`config.mk`:
```
export PLATFORM = sky130hd
export DESIGN_NAME = asm_status_top
export DESIGN_NICKNAME = d
export VERILOG_FILES = /design/src/logic/asm_pkg.sv /design/src/logic/asm_sync.sv /design/src/logic/asm_flag_bank.sv /design/src/logic/asm_status_top.sv
export SDC_FILE = /design/constraint.sdc
export NUM_CORES = 1
export LEC_CHECK = 0
export BUFFER_PORTS_ARGS = -buffer_cell sky130_fd_sc_hd__buf_2
export CAP_MARGIN = 10
export CORE_ASPECT_RATIO = 0.5
export CORE_MARGIN = 3
export CORE_UTILIZATION = 40
export CTS_CLUSTER_SIZE = 25
export DETAILED_ROUTE_END_ITERATION = 10
export GPL_ROUTABILITY_DRIVEN = 0
export MAX_ROUTING_LAYER = met4
export PLACE_DENSITY = 0.7
export SYNTH_ARGS = -nofsm -noshare
export SYNTH_HDL_FRONTEND = slang
export SYNTH_SLANG_ARGS = --single-unit
```
`constraint.sdc`:
```
create_clock -name ref_clk -period 2 [get_ports ref_clk]
set_clock_uncertainty 0.1 [all_clocks]
set_input_delay 0.2 -clock ref_clk [delete_from_list [all_inputs] [get_ports ref_clk]]
set_output_delay 0.2 -clock ref_clk [all_outputs]
set_load 0.01 [all_outputs]
```
`src/logic/asm_pkg.sv`:
```
// Package: register map, field layout and carrier types of the monitor
package asm_pkg;

   // ----------------------------------------------------------------
   // Register map
   // ----------------------------------------------------------------
   localparam int ASM_STATUS_IDX = 'h1f;
   localparam int ASM_CTRL_IDX = 'h20;
   localparam logic [7:0] ASM_STATUS_ADDR = 8'(ASM_STATUS_IDX * 4);
   localparam logic [7:0] ASM_CTRL_ADDR = 8'(ASM_CTRL_IDX * 4);

   // ----------------------------------------------------------------
   // Field positions
   // ----------------------------------------------------------------
   localparam int ASM_STATUS_LSB = 4;
   localparam int ASM_FLAG_LSB = 0;
   localparam int ASM_COND_W = 4;
   localparam int ASM_CTRL_W = 5;

   // ----------------------------------------------------------------
   // Reset values
   // ----------------------------------------------------------------
   localparam logic [4:0] ASM_CTRL_RST = 5'h1f;
   localparam logic [3:0] ASM_STATUS_RST = 4'h0;
   localparam logic [3:0] ASM_FLAG_RST = 4'h0;

   // ----------------------------------------------------------------
   // Bus answers
   // ----------------------------------------------------------------
   localparam logic [1:0] ASM_RESP_OKAY = 2'h0;
   localparam logic [1:0] ASM_RESP_SLVERR = 2'h2;

   // ----------------------------------------------------------------
   // Carriers
   // ----------------------------------------------------------------
   // Bit order matches status bits 7..4 and flag bits 3..0
   typedef struct packed {
      logic short_dom2;
      logic short_dom1;
      logic lowvolt_dom2;
      logic lowvolt_dom1;
   } asm_cond_s;

   typedef struct packed {
      logic dom2_supply_on;
      logic dom1_supply_on;
      logic dom2_regulator_enable;
      logic dom1_regulator_enable;
      logic full_performance_mode;
   } asm_ctrl_s;

endpackage : asm_pkg

```
`src/logic/asm_sync.sv`:
```
// Two-stage synchroniser for the analog comparator levels
module asm_sync
   import asm_pkg::*;
(
   input wire logic ref_clk,
   input wire logic rst_n,
   input wire logic clk_en,
   input wire asm_pkg::asm_cond_s async_in,
   output asm_pkg::asm_cond_s sync_out
);
   asm_cond_s meta_ff;
   asm_cond_s sync_ff;

   // ----------------------------------------------------------------
   // Stages
   // ----------------------------------------------------------------
   // First stage is read only by the second stage
   always_ff @(posedge ref_clk or negedge rst_n) begin
      if (!rst_n) begin
         meta_ff <= ASM_STATUS_RST;
         sync_ff <= ASM_STATUS_RST;
      end else if (clk_en) begin
         meta_ff <= async_in;
         sync_ff <= meta_ff;
      end
   end

   assign sync_out = sync_ff;

endmodule : asm_sync

```
`src/logic/asm_flag_bank.sv`:
```
// Sticky write-one-to-clear flag bank
module asm_flag_bank
   import asm_pkg::*;
(
   input wire logic ref_clk,
   input wire logic rst_n,
   input wire logic clk_en,
   input wire logic [3:0] set,
   input wire logic [3:0] clr,
   output logic [3:0] flag_ff
);

   // ----------------------------------------------------------------
   // Flags
   // ----------------------------------------------------------------
   genvar i;
   generate
      for (i = 0; i < ASM_COND_W; i++) begin : g_flag
         // Set beats a clear in the same cycle so no event is lost
         always_ff @(posedge ref_clk or negedge rst_n) begin
            if (!rst_n) begin
               flag_ff[i] <= ASM_FLAG_RST[i];
            end else if (clk_en) begin
               if (set[i]) begin
                  flag_ff[i] <= 1'b1;
               end else if (clr[i]) begin
                  flag_ff[i] <= 1'b0;
               end
            end
         end

      end
   endgenerate
endmodule : asm_flag_bank

```
`src/logic/asm_status_top.sv`:
```
// Top: supply monitor status register with an AXI4-Lite slave
//
// Summary of operation
// - Monitors are live only in full performance mode with their regulator (bits 7, 6) or supply (bits 5, 4) enabled.
// - Bit 7: dom2 regulator on, full mode, dom2 above analog reference.
// - Bit 6: dom1 regulator on, full mode, dom1 above analog reference.
// - Bit 5: dom2 supply on, below monitor threshold, full mode.
// - Bit 4: dom1 supply on, below monitor threshold, full mode.
// - Flag bits are writable anytime; status bits ignore writes.
// - Status register sits at index 0x1f and is readable anytime.
// - Reset clears all status and flag bits; with the control reset value every bit then follows the analog level.
module asm_status_top
   import asm_pkg::*;
(
   input wire logic ref_clk,
   input wire logic rst_b,
   input wire logic clk_en,
   input wire asm_pkg::asm_cond_s analog_cmp,
   input wire logic [7:0] s_axi_awaddr,
   input wire logic s_axi_awvalid,
   output logic s_axi_awready,
   input wire logic [31:0] s_axi_wdata,
   input wire logic [3:0] s_axi_wstrb,
   input wire logic s_axi_wvalid,
   output logic s_axi_wready,
   output logic [1:0] s_axi_bresp,
   output logic s_axi_bvalid,
   input wire logic s_axi_bready,
   input wire logic [7:0] s_axi_araddr,
   input wire logic s_axi_arvalid,
   output logic s_axi_arready,
   output logic [31:0] s_axi_rdata,
   output logic [1:0] s_axi_rresp,
   output logic s_axi_rvalid,
   input wire logic s_axi_rready
);
   import asm_pkg::*;

   // ----------------------------------------------------------------
   // Declarations
   // ----------------------------------------------------------------
   logic rst_meta_ff;
   logic rst_n_ff;
   asm_cond_s cond_sync;
   asm_cond_s status_ff;
   asm_cond_s nxt_status;
   asm_ctrl_s ctrl_ff;
   logic [3:0] flag_ff;
   logic [3:0] flag_clr;
   logic awready_ff;
   logic wready_ff;
   logic bvalid_ff;
   logic [1:0] bresp_ff;
   logic aw_held_ff;
   logic w_held_ff;
   logic [7:0] awaddr_ff;
   logic [31:0] wdata_ff;
   logic [3:0] wstrb_ff;
   logic arready_ff;
   logic rvalid_ff;
   logic [1:0] rresp_ff;
   logic [31:0] rdata_ff;
   logic aw_take;
   logic w_take;
   logic ar_take;
   logic do_write;
   logic wr_status;
   logic wr_ctrl;
   logic [31:0] nxt_rdata;
   logic [1:0] nxt_rresp;

   // ----------------------------------------------------------------
   // Reset release
   // ----------------------------------------------------------------
   // Release runs even with clk_en low so reset never stalls
   always_ff @(posedge ref_clk or negedge rst_b) begin
      if (!rst_b) begin
         rst_meta_ff <= 1'b0;
         rst_n_ff <= 1'b0;
      end else begin
         rst_meta_ff <= 1'b1;
         rst_n_ff <= rst_meta_ff;
      end
   end

   // ----------------------------------------------------------------
   // Comparator inputs
   // ----------------------------------------------------------------
   asm_sync u_sync (
      .ref_clk (ref_clk),
      .rst_n (rst_n_ff),
      .clk_en (clk_en),
      .async_in (analog_cmp),
      .sync_out (cond_sync)
   );

   // ----------------------------------------------------------------
   // Status evaluation
   // ----------------------------------------------------------------
   // Every bit is gated by full performance mode and its enable
   always_comb begin
      nxt_status.short_dom2 = ctrl_ff.dom2_regulator_enable
         & ctrl_ff.full_performance_mode & cond_sync.short_dom2;
      nxt_status.short_dom1 = ctrl_ff.dom1_regulator_enable
         & ctrl_ff.full_performance_mode & cond_sync.short_dom1;
      nxt_status.lowvolt_dom2 = ctrl_ff.dom2_supply_on
         & ctrl_ff.full_performance_mode & cond_sync.lowvolt_dom2;
      nxt_status.lowvolt_dom1 = ctrl_ff.dom1_supply_on
         & ctrl_ff.full_performance_mode & cond_sync.lowvolt_dom1;
   end

   // Status is not writable from the bus at all
   always_ff @(posedge ref_clk or negedge rst_n_ff) begin
      if (!rst_n_ff) begin
         status_ff <= ASM_STATUS_RST;
      end else if (clk_en) begin
         status_ff <= nxt_status;
      end
   end

   // ----------------------------------------------------------------
   // Flags
   // ----------------------------------------------------------------
   // Each flag whose status bit is high rises a few cycles after
   // release, so their settled value follows the analog level
   assign flag_clr = wr_status ? wdata_ff[3:0] : 4'h0;

   asm_flag_bank u_flags (
      .ref_clk (ref_clk),
      .rst_n (rst_n_ff),
      .clk_en (clk_en),
      .set (status_ff),
      .clr (flag_clr),
      .flag_ff (flag_ff)
   );

   // ----------------------------------------------------------------
   // Control register
   // ----------------------------------------------------------------
   always_ff @(posedge ref_clk or negedge rst_n_ff) begin
      if (!rst_n_ff) begin
         ctrl_ff <= ASM_CTRL_RST;
      end else if (clk_en && wr_ctrl) begin
         ctrl_ff <= wdata_ff[ASM_CTRL_W-1:0];
      end
   end

   // ----------------------------------------------------------------
   // Write channels
   // ----------------------------------------------------------------
   assign aw_take = s_axi_awvalid & awready_ff;
   assign w_take = s_axi_wvalid & wready_ff;
   assign do_write = aw_held_ff & w_held_ff & ~bvalid_ff;
   assign wr_status = do_write & wstrb_ff[0]
      & (awaddr_ff[7:2] == ASM_STATUS_ADDR[7:2]);
   assign wr_ctrl = do_write & wstrb_ff[0]
      & (awaddr_ff[7:2] == ASM_CTRL_ADDR[7:2]);

   always_ff @(posedge ref_clk or negedge rst_n_ff) begin
      if (!rst_n_ff) begin
         awready_ff <= 1'b1;
         aw_held_ff <= 1'b0;
         awaddr_ff <= 8'h00;
      end else if (clk_en) begin
         if (aw_take) begin
            awready_ff <= 1'b0;
            aw_held_ff <= 1'b1;
            awaddr_ff <= s_axi_awaddr;
         end else if (do_write) begin
            aw_held_ff <= 1'b0;
         end else if (bvalid_ff && s_axi_bready) begin
            awready_ff <= 1'b1;
         end
      end
   end

   always_ff @(posedge ref_clk or negedge rst_n_ff) begin
      if (!rst_n_ff) begin
         wready_ff <= 1'b1;
         w_held_ff <= 1'b0;
         wdata_ff <= 32'h0;
         wstrb_ff <= 4'h0;
      end else if (clk_en) begin
         if (w_take) begin
            wready_ff <= 1'b0;
            w_held_ff <= 1'b1;
            wdata_ff <= s_axi_wdata;
            wstrb_ff <= s_axi_wstrb;
         end else if (do_write) begin
            w_held_ff <= 1'b0;
         end else if (bvalid_ff && s_axi_bready) begin
            wready_ff <= 1'b1;
         end
      end
   end

   // Unmapped writes change nothing and answer with an error
   always_ff @(posedge ref_clk or negedge rst_n_ff) begin
      if (!rst_n_ff) begin
         bvalid_ff <= 1'b0;
         bresp_ff <= ASM_RESP_OKAY;
      end else if (clk_en) begin
         if (do_write) begin
            bvalid_ff <= 1'b1;
            bresp_ff <= ((awaddr_ff[7:2] == ASM_STATUS_ADDR[7:2])
               || (awaddr_ff[7:2] == ASM_CTRL_ADDR[7:2]))
               ? ASM_RESP_OKAY : ASM_RESP_SLVERR;
         end else if (bvalid_ff && s_axi_bready) begin
            bvalid_ff <= 1'b0;
         end
      end
   end

   // ----------------------------------------------------------------
   // Read channels
   // ----------------------------------------------------------------
   assign ar_take = s_axi_arvalid & arready_ff;

   always_comb begin
      nxt_rdata = 32'h0;
      nxt_rresp = ASM_RESP_OKAY;
      if (s_axi_araddr[7:2] == ASM_STATUS_ADDR[7:2]) begin
         nxt_rdata[7:0] = {status_ff, flag_ff};
      end else if (s_axi_araddr[7:2] == ASM_CTRL_ADDR[7:2]) begin
         nxt_rdata[ASM_CTRL_W-1:0] = ctrl_ff;
      end else begin
         nxt_rresp = ASM_RESP_SLVERR;
      end
   end

   always_ff @(posedge ref_clk or negedge rst_n_ff) begin
      if (!rst_n_ff) begin
         arready_ff <= 1'b1;
         rvalid_ff <= 1'b0;
         rresp_ff <= ASM_RESP_OKAY;
         rdata_ff <= 32'h0;
      end else if (clk_en) begin
         if (ar_take) begin
            arready_ff <= 1'b0;
            rvalid_ff <= 1'b1;
            rresp_ff <= nxt_rresp;
            rdata_ff <= nxt_rdata;
         end else if (rvalid_ff && s_axi_rready) begin
            arready_ff <= 1'b1;
            rvalid_ff <= 1'b0;
         end
      end
   end

   assign s_axi_awready = awready_ff;
   assign s_axi_wready = wready_ff;
   assign s_axi_bvalid = bvalid_ff;
   assign s_axi_bresp = bresp_ff;
   assign s_axi_arready = arready_ff;
   assign s_axi_rvalid = rvalid_ff;
   assign s_axi_rresp = rresp_ff;
   assign s_axi_rdata = rdata_ff;
endmodule : asm_status_top

```
# Word level (Yosys, flattened, before mapping)
# Cells that the tools add are included.
# Widths: inputs -> output; s select.
[totals]
out_inout_bits = 41
regBits = 56
[classes]
bitwise = 17
eq_ne = 6
reduce_logical = 28
muxes = 28
[op_table]
columns = ["operator", "count"]
rows = [
  ["$reduce_and 2->1", 12],
  ["$mux 1", 21],
  ["$reduce_bool 2->1", 10],
  ["$and 1x1->1", 16],
  ["$eq 6x5->1 const B", 2],
  ["$eq 6x6->1 const B", 2],
  ["$mux 5", 2],
  ["$mux 2", 3],
  ["$reduce_and 3->1", 2],
  ["$mux 4", 1],
  ["$ne 2x2->1 const B", 2],
  ["$logic_and 1x1->1", 3],
  ["$mux 3", 1],
  ["$logic_or 1x1->1", 1],
  ["$not 1->1", 1],
]

# Longest topological paths before layout
[depth]
word_depth = 7
depth_mapped = 4
depth_no_buf = 3

# By module
# Synthesis repeated with hierarchy kept, for this count alone.
[unflattened]
hier_cells = 207
area_unflattened_um2 = 2402.3
[by_module_without_submodules]
columns = ["module", "seq_area_each_um2", "cells_per_inst", "area_each_um2", "n_inst"]
rows = [
  ["asm_status_top", 1011.0, 177, 1909.3, 1],
  ["asm_sync", 200.2, 17, 331.6, 1],
  ["asm_flag_bank", 100.1, 13, 161.4, 1],
]

# Least setup slack after synthesis
# OpenSTA, ideal clock, no wires.
[synth_path]
path_kind = "register -> register"
from = "register awaddr_ff[5]"
to = "register ctrl_ff[0] (netlist name)"
path_stages_with_launch = 5
slack_ns = 0.016
arrival_time_ns = 1.801
synth_period_minus_slack_ns = 1.984
path_cell_list = "dfrtp_1 > or4b_4 > or4_4 > buf_6 > mux2_4"
[synth_between]
elab_chain_len = 3
[synth_rtl]
columns = ["element", "line", "text"]
rows = [
  ["start, declared", "asm_status_top.sv:56", "logic [7:0] awaddr_ff;"],
  ["start signal, assigned", "asm_status_top.sv:168", "awaddr_ff <= s_axi_awaddr;"],
  ["$eq 6x6->1", "asm_status_top.sv:157", "& (awaddr_ff[7:2] == ASM_CTRL_ADDR[7:2]);"],
  ["$and 1x1->1", "asm_status_top.sv:157", ""],
  ["$logic_and 1x1->1", "asm_status_top.sv:143", "end else if (clk_en && wr_ctrl) begin"],
  ["end signal, assigned", "asm_status_top.sv:144", "ctrl_ff <= wdata_ff[ASM_CTRL_W-1:0];"],
  ["end, declared", "asm_status_top.sv:47", "asm_ctrl_s ctrl_ff;"],
]
# Every way passes these cells.
# A chain may end at the register's enable or synchronous reset.

# Worst setup path in the final report
[layout_path]
from = "register awaddr_ff[4]"
to = "register ctrl_ff[3] (netlist name)"
# Same word-level chain as after synthesis.

==> run_results.csv <==
group,metric,value,unit
logic_synthesis,ys_seq_area_share,55.7,%
clock_network,htreeDepth,2,
logic_synthesis,synth-edff-count,0,
logic_synthesis,synthCells,208,
drt,vias_per_cell,4.91,
layout,n_antenna_cell,0,
logic_synthesis,synth_largest_area_cell,"dfrtp_1",
global_routing,grt_max_degree,33,
sta,slew_viol_final,0,
drt,highest_layer,"met4",
drt,antenna_left,0,
worst_setup_path,cp.required,2120,ps
global_routing,grt_use_total,14.5,%
run_status,status,"complete, no violations",
die,die_y,60.2,um
power_and_ir_drop,intPower,1.72,mW
die,die_area,0.00689,mm2
drt,vias,1640,
power_and_ir_drop,switching_share,20.9,%
global_routing,grt_pass1_vias,1608,
global_routing,grt-ovfl-total,0,
die,ioPinCount,105,
power_and_ir_drop,peakVddDrop,0.392,mV
sta,max_freq,507,MHz
worst_setup_path,rrSetupSlack,30,ps
logic_synthesis,yosysMostFrequentCell,"dfrtp_1",
sta,hold_viol_final,0,
logic_synthesis,synth-async-reset-ratio,100,%
worst_setup_path,arrival,2090,ps
min_path,hold_path.class,"input port to flip-flop",
logic_synthesis,synth.area.top_cells,"dfrtp_1, dfstp_2, buf_4, mux2_2, nand2_1",
drt,routed_wirelength,4.51,mm
logic_synthesis,synth_area,0.00235,mm2
clock_network,path_clk_slew,70,ps
logic_synthesis,avgSynthCellArea,11.3,um2
sta,rsz0062_at_grt,"yes",
place,placed_area,0.00258,mm2
clock_network,clockBufferDepth,2,
worst_setup_path,critPathMaxFanout,5,
clock_network,cts_tree,"done",
power_and_ir_drop,switching_power,0.454,mW
drt,drt-met1-wl,2.02,mm
clock_network,cts_resized,0,
logic_synthesis,synth_seq_cells,52,
sta,setup-violations-final,0,
drt,wl_per_cell,13.5,um
sta,hold_slack,30.3,ps
die,std_cell_rows,19,
global_routing,antenna_found_initial,0,
place,hpwl,3.44,mm
power_and_ir_drop,p_seq_share,50.7,%
worst_setup_path,cp-start-kind,"flip-flop",
logic_synthesis,ys.flop_type,"dfrtp_1",
clock_network,cts_buffers,5,
drt,met3WireLength,235,um
logic_synthesis,netlist.area_leader.share,46.8,%
power_and_ir_drop,p_per_area,788,mW/mm2
drt,wl_met2,2.20,mm
sta,post-route-period-util,98.7,%
place,port_buffers,44,
layout,final_area,0.00276,mm2
logic_synthesis,synth_warnings,0,
drt,drt_iter0_drc,81,
power_and_ir_drop,clockPowerShare,43.5,%
clock_network,clk_latency,290,ps
worst_setup_path,critPathCaptureType,"flip-flop",
sta,min_period,1970,ps
die,initial_core_util,42.1,%
logic_synthesis,ys_top_cells_by_count,"dfrtp_1, nand2_1, buf_4",
layout,drive_gt1_share,34.5,%
worst_setup_path,crit_type,"flip-flop to flip-flop",
clock_network,root_buffer,"clkbuf_16",
drt,dr.pass1.iters,4,
drt,post-route-drc-count,0,
job,maxCapViolCount,0,
layout,fin_nets,324,
die,dieWidth,114,um
layout,utilization,49.4,%
power_and_ir_drop,comb_power_share,5.8,%
clock_network,clock-sinks,52,
layout,synthToLayoutAreaGrowth,17.3,%
power_and_ir_drop,p_leak,1.37,nW
global_routing,grt_pass1_wl,7.56,mm
die,core_area,0.00559,mm2
logic_synthesis,ys_types,29,
[state kept, by name, indices dropped and copies added (netlist names), 4 cells and up]
name,count
awaddr_ff,6
u_flags.flag_ff,4
status_ff,4
u_sync.meta_ff,4
s_axi_rdata,8
wdata_ff,5
ctrl_ff,5
u_sync.sync_out,4
[cell usage in the layout (no fill, tap or decap)]
cell,n
dfstp_2,8
mux2_2,16
or2_0,1
nand4_1,9
dfrtp_2,1
inv_1,5
mux2_1,4
o41ai_1,4
nand4b_1,2
clkbuf_1,1
o21ai_1,3
nand3_1,11
mux2_4,5
clkinv_2,1
a31o_1,1
nor2_1,8
o21ai_0,4
bufinv_16,1
a31oi_1,5
conb_1,27
clkbuf_16,5
and3_1,1
buf_4,7
nor4b_1,1
buf_2,44
dlygate4sd3_1,1
or4b_4,1
and4b_1,1
nand2_1,34
o31ai_1,4
and2_1,1
dfrtp_1,43
or4_4,1
[cells by family after synthesis]
group	synth area share, %
compound gates	5.96
buf+inv	10.4
flops	55.7
mux	12.8
other cells	0.319
simple gates	14.8
[path summary, 6_finish.rpt]
check                              startpoint  depth (start not counted)                 to
worst min-delay path            analog_cmp[0]                          2  u_sync.meta_ff[0]
worst min register to register       rst_n_ff                          0       s_axi_wready
max in group asynchronous            rst_n_ff                          1      s_axi_arready
worst max-delay path             awaddr_ff[4]                          3         ctrl_ff[3]
min in group asynchronous               rst_b                          2           rst_n_ff
worst max register to register   awaddr_ff[4]                          3         ctrl_ff[3]
[area by class of cell]
| class | count | area [um2] |
|---|---|---|
| clock buffers | 6 | 129 |
| fillers | 511 | 2830 |
| repair buffers | 52 | 283 |
| flip-flops and latches | 52 | 1310 |
| inverters | 5 | 18.8 |
| clock inverters | 2 | 35.0 |
| well taps | 73 | 91.3 |
| multi-input cells | 144 | 891 |
[power groups by stage]
stage	logic (mW)	registers [mW]	clock network, mW
floorplan	0.0993	1.13	0
global placement	0.120	1.12	0
detailed placement	0.124	1.12	0
CTS	0.126	1.10	0.965
global route	0.143	1.11	1.00
finish	0.125	1.10	0.946
[per-layer routing]
metal,vias to the layer above,track usage (%)
met4,0,5.58
li1,777,-
met5,-,-
met2,57,23.8
met3,7,3.34
met1,799,17.8
[critical path, cell delays in order, from the launching register on]
cell and delay [ps]:
dfrtp_1 400, or4b_4 520, or4_4 560, mux2_4 320
[stage by stage]
step / power (mW) / instances / setup slack, ps / TNS (ps)
4_1_cts: 2.19 / 333 / 15.3 / 0
5_1_grt: 2.25 / 334 / -7.79 / -29.5
3_5_place_dp: 1.24 / 324 / 27.5 / 0
3_3_place_gp: 1.24 / 324 / 47.9 / 0
2_1_floorplan: 1.22 / 233 / 16.4 / 0
6_report: 2.17 / 334 / 26.7 / 0
[repair_timing]
item                                    in CTS  in global routing
setup buffers                                0                  1
endpoints found under the setup margin       0                  5
endpoints found under the hold margin        2                  0
hold buffers                                 1                  0
Note: power is estimated with default switching activity, not from simulation.
